<file path="config.mk">
export PLATFORM = sky130hd
export DESIGN_NAME = chgreg_bank
export DESIGN_NICKNAME = d
export VERILOG_FILES = /design/src/hdl/chgreg_pkg.sv /design/src/hdl/chgreg_bank.sv
export SDC_FILE = /design/constraint.sdc
export NUM_CORES = 1
export LEC_CHECK = 0
export BUFFER_PORTS_ARGS = -buffer_cell sky130_fd_sc_hd__buf_2
export CORE_UTILIZATION = 30
export DETAILED_ROUTE_END_ITERATION = 8
export SLEW_MARGIN = 30
export SYNTH_ARGS = -nofsm -noshare
export SYNTH_HDL_FRONTEND = slang
export SYNTH_SLANG_ARGS = --single-unit
</file>
<file path="constraint.sdc">
create_clock -name sys_clk -period 4.5 [get_ports sys_clk]
set_input_delay 0 -clock sys_clk [delete_from_list [all_inputs] [get_ports sys_clk]]
set_output_delay 0 -clock sys_clk [all_outputs]
set_load 0.01 [all_outputs]
</file>
<file path="src/hdl/chgreg_pkg.sv">
package chgreg_pkg;

	// register indices on the serial register port
	localparam logic [7:0] ADDR_KEY = 8'h10;
	localparam logic [7:0] ADDR_FLOAT = 8'h15;
	localparam logic [7:0] ADDR_TIMER = 8'h16;
	localparam logic [7:0] ADDR_BETA = 8'h17;
	localparam logic [7:0] ADDR_STAT0 = 8'h18;
	localparam logic [7:0] ADDR_STAT1 = 8'h19;
	localparam logic [7:0] ADDR_STAT2 = 8'h1a;
	localparam logic [7:0] ADDR_STAT3 = 8'h1b;
	localparam logic [7:0] ADDR_REGPG = 8'h20;

	// write key
	localparam int KEY_LSB = 3;
	localparam logic [4:0] KEY_UNLOCK = 5'h15;
	localparam logic [7:0] KEY_RESET = 8'h03;

	// float voltage / recharge register
	localparam int RESTART_BIT = 6;
	localparam int FLOAT_LSB = 0;
	localparam logic [7:0] FLOAT_RESET = 8'h1e;
	localparam logic [5:0] FLOAT_SAT_CODE = 6'h32;
	localparam logic [12:0] FLOAT_BASE_MV = 13'd3600;
	localparam logic [12:0] FLOAT_STEP_MV = 13'd20;
	localparam logic [12:0] FLOAT_MAX_MV = 13'd4600;
	localparam logic [7:0] RESTART_LO_MV = 8'd140;
	localparam logic [7:0] RESTART_HI_MV = 8'd240;

	// timer / thermistor bias register
	localparam int BIAS_BIT = 7;
	localparam int DOUBLE_BIT = 6;
	localparam int FAST_LSB = 4;
	localparam int PREQ_LSB = 2;
	localparam int TOPOFF_LSB = 0;
	localparam logic [7:0] TIMER_RESET = 8'h95;
	localparam logic [6:0] BIAS_LO_UA = 7'd5;
	localparam logic [6:0] BIAS_HI_UA = 7'd50;
	localparam logic [6:0] BIAS_LO_KOHM = 7'd100;
	localparam logic [6:0] BIAS_HI_KOHM = 7'd10;
	localparam logic [4:0] FAST_BASE_HR = 5'd3;
	localparam logic [4:0] FAST_STEP_HR = 5'd2;
	localparam logic [7:0] PREQ_STEP_MIN = 8'd15;
	localparam logic [7:0] TOPOFF_STEP_DMIN = 8'd64;

	// beta / die thermal register
	localparam int BETA_LSB = 5;
	localparam int DIE_LSB = 0;
	localparam logic [7:0] BETA_RESET = 8'h24;
	localparam logic [7:0] DIE_BASE_C = 8'd80;
	localparam logic [7:0] DIE_STEP_C = 8'd5;

	// status reset and decode values
	localparam logic [2:0] LEVEL_RESET = 3'h7;
	localparam logic [2:0] LEVEL_MISSING = 3'h0;
	localparam logic [2:0] LEVEL_IN_RESET = 3'h7;
	localparam logic [2:0] LEVEL_RSVD = 3'h6;
	localparam logic [2:0] PHASE_RESET = 3'h0;
	localparam logic [1:0] CAUSE_VALID = 2'h3;
	localparam logic [2:0] ZONE_NOMINAL = 3'h0;
	localparam logic [2:0] ZONE_COLD = 3'h1;
	localparam logic [2:0] ZONE_HOT = 3'h4;
	localparam logic [7:0] PG_LOW_PCT = 8'd90;
	localparam logic [7:0] PG_HIGH_PCT = 8'd110;
	localparam int NUM_REGULATORS = 4;

endpackage

</file>
<file path="src/hdl/chgreg_bank.sv">
`timescale 1ns/10ps
module chgreg_bank #(
	parameter int NREG = chgreg_pkg::NUM_REGULATORS
) (
	// clock and reset
	input wire logic sys_clk,
	input wire logic rstn,
	// register port from the serial target
	input wire logic [7:0] reg_addr,
	input wire logic [7:0] reg_wdata,
	input wire logic reg_wr,
	input wire logic reg_rd,
	output logic [7:0] reg_rdata,
	output logic reg_rvalid,
	// charger state
	input wire logic battery_present,
	input wire logic [2:0] battery_level_state,
	input wire logic [1:0] input_power_cause,
	input wire logic [7:0] die_temp_c,
	input wire logic thermal_reg_active,
	input wire logic [2:0] charge_phase_state,
	input wire logic [2:0] pack_temp_zone,
	input wire logic [1:0] timeout_cause,
	input wire logic input_current_limited,
	// regulator outputs as percent of nominal
	input wire logic [8*NREG-1:0] reg_out_pct,
	// decoded settings and live status flags
	output logic [12:0] float_mv,
	output logic [12:0] recharge_mv,
	output logic [7:0] recharge_drop_mv,
	output logic thermistor_bias_sel,
	output logic [6:0] thermistor_bias_ua,
	output logic [6:0] thermistor_kohm,
	output logic [4:0] fast_phase_timeout_hr,
	output logic [7:0] precharge_timeout_min,
	output logic [7:0] topoff_duration_dmin,
	output logic [2:0] thermistor_beta_code,
	output logic [7:0] die_temp_limit_c,
	output logic die_temp_loop_active,
	output logic charger_not_suspended,
	output logic status_valid
);

	logic rst_meta;
	logic rst_sync;
	logic [7:0] key_reg;
	logic [7:0] float_reg;
	logic [7:0] timer_reg;
	logic [7:0] beta_reg;
	logic st_present;
	logic [2:0] st_level;
	logic [1:0] st_cause;
	logic st_treg;
	logic st_chip_temp;
	logic [2:0] st_phase;
	logic [2:0] st_zone;
	logic [1:0] st_timeout;
	logic [NREG-1:0] st_pg;
	logic unlocked;
	logic [7:0] stat0;
	logic [7:0] stat1;
	logic [7:0] stat2;
	logic [7:0] stat3;
	logic [7:0] regpg;
	logic [7:0] next_rdata;
	logic [5:0] float_code;
	logic [12:0] next_float_mv;
	logic [7:0] next_drop_mv;
	logic [4:0] next_fast_hr;
	logic [7:0] next_preq_min;
	logic [7:0] next_limit_c;
	logic [NREG-1:0] next_pg;
	logic [NREG-1:0] pg_order;

	// async assert, sync release
	always_ff @(posedge sys_clk or negedge rstn) begin
		if (!rstn) begin
			rst_meta <= 1'b0;
			rst_sync <= 1'b0;
		end else begin
			rst_meta <= 1'b1;
			rst_sync <= rst_meta;
		end
	end

	assign unlocked = key_reg[chgreg_pkg::KEY_LSB +: 5] ==
		chgreg_pkg::KEY_UNLOCK;

	// key register itself is never locked, else it could not be opened
	always_ff @(posedge sys_clk or negedge rst_sync) begin
		if (!rst_sync) begin
			key_reg <= chgreg_pkg::KEY_RESET;
		end else if (reg_wr && reg_addr == chgreg_pkg::ADDR_KEY) begin
			key_reg <= reg_wdata;
		end
	end

	// reserved rw bits are stored but steer nothing
	always_ff @(posedge sys_clk or negedge rst_sync) begin
		if (!rst_sync) begin
			float_reg <= chgreg_pkg::FLOAT_RESET;
		end else if (reg_wr && unlocked &&
			reg_addr == chgreg_pkg::ADDR_FLOAT) begin
			float_reg <= reg_wdata;
		end
	end

	always_ff @(posedge sys_clk or negedge rst_sync) begin
		if (!rst_sync) begin
			timer_reg <= chgreg_pkg::TIMER_RESET;
		end else if (reg_wr && unlocked &&
			reg_addr == chgreg_pkg::ADDR_TIMER) begin
			timer_reg <= reg_wdata;
		end
	end

	always_ff @(posedge sys_clk or negedge rst_sync) begin
		if (!rst_sync) begin
			beta_reg <= chgreg_pkg::BETA_RESET;
		end else if (reg_wr && reg_addr == chgreg_pkg::ADDR_BETA) begin
			beta_reg <= reg_wdata;
		end
	end

	// settings decode
	assign float_code = float_reg[chgreg_pkg::FLOAT_LSB +: 6];

	always_comb begin
		if (float_code >= chgreg_pkg::FLOAT_SAT_CODE) begin
			next_float_mv = chgreg_pkg::FLOAT_MAX_MV;
		end else begin
			next_float_mv = 13'(chgreg_pkg::FLOAT_BASE_MV +
				chgreg_pkg::FLOAT_STEP_MV * {7'h00, float_code});
		end
		if (float_reg[chgreg_pkg::RESTART_BIT]) begin
			next_drop_mv = chgreg_pkg::RESTART_HI_MV;
		end else begin
			next_drop_mv = chgreg_pkg::RESTART_LO_MV;
		end
		next_fast_hr = 5'(chgreg_pkg::FAST_BASE_HR + chgreg_pkg::FAST_STEP_HR *
			{3'h0, timer_reg[chgreg_pkg::FAST_LSB +: 2]});
		next_preq_min = 8'(chgreg_pkg::PREQ_STEP_MIN *
			({6'h00, timer_reg[chgreg_pkg::PREQ_LSB +: 2]} + 8'h01));
		if (timer_reg[chgreg_pkg::DOUBLE_BIT]) begin
			next_fast_hr = 5'(next_fast_hr << 1);
			next_preq_min = 8'(next_preq_min << 1);
		end
		next_limit_c = 8'(chgreg_pkg::DIE_BASE_C + chgreg_pkg::DIE_STEP_C *
			{5'h00, beta_reg[chgreg_pkg::DIE_LSB +: 3]});
	end

	always_ff @(posedge sys_clk or negedge rst_sync) begin
		if (!rst_sync) begin
			float_mv <= chgreg_pkg::FLOAT_BASE_MV;
			recharge_mv <= 13'h0000;
			recharge_drop_mv <= chgreg_pkg::RESTART_LO_MV;
			fast_phase_timeout_hr <= 5'h00;
			precharge_timeout_min <= 8'h00;
			topoff_duration_dmin <= 8'h00;
			die_temp_limit_c <= chgreg_pkg::DIE_BASE_C;
			thermistor_beta_code <= 3'h0;
		end else begin
			float_mv <= next_float_mv;
			recharge_mv <= 13'(next_float_mv - {5'h00, next_drop_mv});
			recharge_drop_mv <= next_drop_mv;
			fast_phase_timeout_hr <= next_fast_hr;
			precharge_timeout_min <= next_preq_min;
			topoff_duration_dmin <= 8'(chgreg_pkg::TOPOFF_STEP_DMIN *
				{6'h00, timer_reg[chgreg_pkg::TOPOFF_LSB +: 2]});
			die_temp_limit_c <= next_limit_c;
			thermistor_beta_code <= beta_reg[chgreg_pkg::BETA_LSB +: 3];
		end
	end

	always_ff @(posedge sys_clk or negedge rst_sync) begin
		if (!rst_sync) begin
			thermistor_bias_sel <= 1'b1;
			thermistor_bias_ua <= chgreg_pkg::BIAS_HI_UA;
			thermistor_kohm <= chgreg_pkg::BIAS_HI_KOHM;
		end else begin
			thermistor_bias_sel <= timer_reg[chgreg_pkg::BIAS_BIT];
			if (timer_reg[chgreg_pkg::BIAS_BIT]) begin
				thermistor_bias_ua <= chgreg_pkg::BIAS_HI_UA;
				thermistor_kohm <= chgreg_pkg::BIAS_HI_KOHM;
			end else begin
				thermistor_bias_ua <= chgreg_pkg::BIAS_LO_UA;
				thermistor_kohm <= chgreg_pkg::BIAS_LO_KOHM;
			end
		end
	end

	// regulator window compare, strict on both ends
	for (genvar i = 0; i < NREG; i++) begin : g_pg
		assign next_pg[i] = reg_out_pct[8*i +: 8] > chgreg_pkg::PG_LOW_PCT &&
			reg_out_pct[8*i +: 8] < chgreg_pkg::PG_HIGH_PCT;
		// core buck lands in bit 7, so regulator 0 goes to the top
		assign pg_order[NREG-1-i] = st_pg[i];
	end

	// status snapshot, one cycle behind the charger state
	always_ff @(posedge sys_clk or negedge rst_sync) begin
		if (!rst_sync) begin
			st_present <= 1'b0;
			st_level <= chgreg_pkg::LEVEL_RESET;
			st_cause <= 2'h0;
			st_treg <= 1'b0;
			st_chip_temp <= 1'b0;
			st_phase <= chgreg_pkg::PHASE_RESET;
			st_zone <= chgreg_pkg::ZONE_NOMINAL;
			st_timeout <= 2'h0;
			st_pg <= '0;
		end else begin
			st_present <= battery_present;
			st_level <= battery_level_state;
			st_cause <= input_power_cause;
			st_treg <= die_temp_c > next_limit_c;
			st_chip_temp <= thermal_reg_active;
			st_phase <= charge_phase_state;
			st_zone <= pack_temp_zone;
			st_timeout <= timeout_cause;
			st_pg <= next_pg;
		end
	end

	// derived flags read live from the snapshot
	assign stat0 = {st_present,
		st_level != chgreg_pkg::LEVEL_MISSING &&
		st_level != chgreg_pkg::LEVEL_IN_RESET &&
		st_level != chgreg_pkg::LEVEL_RSVD,
		st_cause == chgreg_pkg::CAUSE_VALID,
		!(st_zone == chgreg_pkg::ZONE_COLD || st_zone == chgreg_pkg::ZONE_HOT ||
		st_timeout != 2'h0),
		4'h0};
	assign stat1 = {st_cause, 1'b0, st_treg, 4'h0};
	assign stat2 = {1'b0, st_level, 1'b0, st_phase};
	assign stat3 = {st_zone != chgreg_pkg::ZONE_NOMINAL, st_zone, 1'b0,
		st_chip_temp, st_timeout};
	assign regpg = 8'({pg_order, 4'h0});

	// read mux; status offsets ignore writes since nothing stores them
	always_comb begin
		unique case (reg_addr)
			chgreg_pkg::ADDR_KEY: next_rdata = key_reg;
			chgreg_pkg::ADDR_FLOAT: next_rdata = float_reg;
			chgreg_pkg::ADDR_TIMER: next_rdata = timer_reg;
			chgreg_pkg::ADDR_BETA: next_rdata = beta_reg;
			chgreg_pkg::ADDR_STAT0: next_rdata = stat0;
			chgreg_pkg::ADDR_STAT1: next_rdata = stat1;
			chgreg_pkg::ADDR_STAT2: next_rdata = stat2;
			chgreg_pkg::ADDR_STAT3: next_rdata = stat3;
			chgreg_pkg::ADDR_REGPG: next_rdata = regpg;
			default: next_rdata = 8'h00;
		endcase
	end

	always_ff @(posedge sys_clk or negedge rst_sync) begin
		if (!rst_sync) begin
			reg_rdata <= 8'h00;
			reg_rvalid <= 1'b0;
		end else begin
			reg_rvalid <= reg_rd;
			if (reg_rd) begin
				reg_rdata <= next_rdata;
			end
		end
	end

	// live flags; status trusted by the host only without current limit
	always_ff @(posedge sys_clk or negedge rst_sync) begin
		if (!rst_sync) begin
			die_temp_loop_active <= 1'b0;
			charger_not_suspended <= 1'b1;
			status_valid <= 1'b0;
		end else begin
			die_temp_loop_active <= st_treg;
			charger_not_suspended <= stat0[4];
			status_valid <= !input_current_limited;
		end
	end

endmodule

</file>
==> metrics.md <==
| Metric | Value |
|---|---|
| Status | `finished clean` |
| Type of the worst setup path | `reg -> reg` |
| Via count | `approximately 4300` |
| Worst reg2reg endpoint | `recharge_mv[12]$_DFF_PN0_` |
| Synth unique cells | `67` |
| Sequential element share of the synthesized area | `a little over half` |
| Leading register cell type out of synthesis | `dfrtp_1` |
| Achievable clock frequency | `0.3126 GHz` |
| Kind of start point of the critical path | `register` |
| TritonCTS Buffers | `17` |
| Number of standard cells after synthesis | `around 500` |
| Antenna diode instance count | `0` |
| Relative max-transition margin | `roughly two fifths` |
| Number of standard-cell rows in the floorplan | `50` |
| Routed vias/inst | `roughly 4.6` |
| Count of nets after finishing | `approximately 800` |
| Cts hold-fix bufs | `35` |
| Final non-filler cell total | `between 900 and 1000` |
| Initial antenna violation count | `0` |
| HPWL after detailed placement | `around 10000 um` |
| Max-Cap Viols | `0` |
| Root Buffer Master | `clkbuf_16` |
| Arrival time at the worst endpoint | `between 3 and 4 ns` |
| Area of the mapped netlist | `approximately 5700 um^2` |
| Final hold viol count | `0` |
| Kind of capture point of the worst setup path | `register` |
| Worst reg-to-reg path cell count | `10` |
| Launch point of the worst hold path | `reg_wr` |
| Leakage | `around 3.7 nW` |
| Number of setup buffers added after CTS | `0` |
| Initial cell density of the core | `a little under a third` |
| Maximum count of clock buffers along a single path | `2` |
| Final setup fails | `0` |
| Share of total power in the clock network | `51.7%` |
| Count of buffers from port buffering | `between 150 and 200` |
| Share of final-layout standard cells stronger than drive strength 1 | `between 30% and 40%` |
| Area growth from synthesis to final layout | `31.59%` |
| Placeable core region | `~19000 um^2` |
| Number of synthesized register bits | `between 100 and 150` |
| Reg-to-reg setup timing slack | `between 1 and 1.5 ns` |
| Htree depth | `4` |
| Power per standard cell area | `~350 nW/um^2` |
| Residual antenna-violating net count after detailed routing | `0` |
| Pin count of the biggest net entering global routing | `66` |
| Power after layout | `2.633 mW` |
| Largest regs | `float_mv (11), recharge_mv (11)` |
| Mean routed wirelength per cell | `~15 um` |
| Register area | `between 2000 and 3000 um^2` |
| Warning count from the yosys run | `0` |
| All-Layer GR Usage | `15.09%` |
| Instance count along the most critical hold path | `3` |
| Sequential group share of total power | `a little over two fifths` |
| Number of DRC markers in iteration 0 | `roughly 160` |
| Average instance area after synthesis | `11.43 um^2` |
| Largest fanout of any net on the critical path | `6` |
| Vias in the first global route | `4384` |
| Startpoint of the most critical register-to-register path | `float_reg[1]$_DFFE_PN1P_` |
| Peak ir drop on the vdd network | `0.2744 mV` |
| Die area | `19650 um^2` |
| CTS Sinks | `118` |
| Worst Hold Class | `in -> reg` |
| Fillers | `about 1800` |
| Number of top-level pins | `169` |
| Number of placed instances, taps included | `866` |
| Endpoint, Worst Hold | `key_reg[3]$_DFFE_PN0P_` |
| Total congestion overflow after global routing | `0` |
| Global-route wire length before repair | `around 23000 um` |
| Total net switching power | `0.5660 mW` |
| Clock tree from TritonCTS | `built` |
| Area of the multi-input gates | `about 2400 um^2` |
| Pint | `slightly above 2 mW` |
| Comb pwr share | `6.0%` |
| Worst-Margin Slew | `just over 0.9 ns` |
| Setup repair after global routing missed its margin | `false` |
| Max-slew violation count | `0` |
| Final cycle utilization of the critical path | `a little under three quarters` |
| Later-pin clock latency in the skew report | `0.42 ns` |
| Setup_tns | `0 ns` |
| Die extent in y | `about 140 um` |
| Final routed wirelength across all metal layers | `13810 um` |
| Worst Clk Skew | `0.005697 ns` |
| DRC violations left | `0` |
| Die Span X | `~140 um` |
| Number of synthesized flops with an enable pin | `0` |
| Required arrival time at the worst endpoint | `between 4 and 5 ns` |
| Switch share | `between 20% and 30%` |
| Final worst path period need | `3.199 ns` |
| Number of iterations in the first detailed-routing pass | `4` |
| Final estimated routing congestion in global placement | `roughly 0.86` |
| PostCTS Resize Cnt | `0` |
| Fraction of registers with async set/reset | `100.0%` |
| Clk pin slew, worst setup/hold paths | `approximately 0.05 ns` |
==> kinds of logic (layout without fill, tap and decap cells) <==
logic type,Yosys count,after routing,share of synthesized area [%]
and+or+nand+nor,119,119,11.64
DFF,118,118,52.08
AOI/OAI and AO/OA,96,96,11.01
buffers and inverters,78,259,7.317
muxes,36,36,7.186
adders and majority gates,35,35,8.038
xor gates and xnor gates,17,17,2.599
other,2,19,0.1311
==> per-layer routing <==
layer / up-vias / wire length [um] / global-route usage [%]
met4: 0 / 373 / 7.287
li1: 2078 / - / -
met1: 2050 / 6343 / 19.07
met2: 147 / 6334 / 24.13
met5: - / 0 / 0
met3: 22 / 757 / 3.795
==> cell usage after synthesis (all sizes together), types with 9 or more instances <==
master / number / area share (%)
a22o: 9 / 1.4
a21oi: 21 / 1.8
xnor2: 11 / 1.7
o21ai: 25 / 2.2
nor3: 14 / 1.3
dfstp: 24 / 11
ha: 32 / 7.0
buf: 37 / 4.6
mux2: 31 / 6.1
inv: 37 / 2.4
nor2: 22 / 1.6
dfrtp: 94 / 41
nand2: 38 / 2.7
==> metrics by stage <==
step           area (um^2)  setup slack (ns)  hold WS [ns]  util (%)
5_1_grt               7537             1.167       0.04026     40.29
4_1_cts               7537             1.296       0.02517     40.29
3_3_place_gp          6594             1.398       -0.2130     35.25
3_5_place_dp          6594             1.312       -0.2129     35.25
6_report              7537             1.301       0.04419     40.29
2_1_floorplan         5792             1.011       -0.2956         -
==> power by group through the flow <==
stage | clock network [mW] | registers (mW) | logic [mW]
detailed placement | 0 | 1.13 | 0.137
global route | 1.45 | 1.12 | 0.176
floorplan | 0 | 1.13 | 0.0717
global placement | 0 | 1.13 | 0.134
CTS | 1.39 | 1.11 | 0.160
finish | 1.36 | 1.11 | 0.159
==> cell usage in the layout, fill, tap and decap left out, types with 8 or more instances in the layout <==
master           n
conb_1          19
ha_1            32
nor3_1          13
o22ai_1          8
nor2_1          21
mux2_2          29
a22o_1           9
dfrtp_1         93
xnor2_1         11
o21ai_0         24
buf_2          151
dfstp_2         24
dlygate4sd3_1   35
nand2_1         36
a21oi_1         21
inv_1           36
nand3_1          8
clkbuf_16       17
==> layout make-up <==
cell class | instances | share of cell area, %
flip-flops and latches | 118 | 39.62
repair buffers | 190 | 15.07
clock inverters | 8 | 1.610
clock buffers | 24 | 6.258
well taps | 234 | 3.884
inverters | 37 | 1.843
multi-input cells | 322 | 31.71
==> worst max-delay path: stages, from the launching register on <==
cell and delay [ns]:
dfstp_2 0.58, ha_1 0.25, ha_1 0.21, inv_1 0.08
fa_1 0.42, nand2b_1 0.22, or2_2 0.35, o21a_1 0.18
nor4_1 0.37, nor2_1 0.14, o31a_1 0.29
==> how the worst max path moves through the flow <==
stage                     depth (start not counted)                        end                      from  slack [ns]
after floorplan                                   0    beta_reg[0]$_DFFE_PN0P_        rst_sync$_DFF_PN0_        1.01
after global placement                           10  recharge_mv[12]$_DFF_PN0_  float_reg[1]$_DFFE_PN1P_        1.40
after detailed placement                         10  recharge_mv[12]$_DFF_PN0_  float_reg[3]$_DFFE_PN1P_        1.31
after CTS                                        10  recharge_mv[12]$_DFF_PN0_  float_reg[1]$_DFFE_PN1P_        1.30
after global routing                             10  recharge_mv[12]$_DFF_PN0_  float_reg[3]$_DFFE_PN1P_        1.17
final                                            10  recharge_mv[12]$_DFF_PN0_  float_reg[1]$_DFFE_PN1P_        1.30
(Power assumes the default switching activity.)
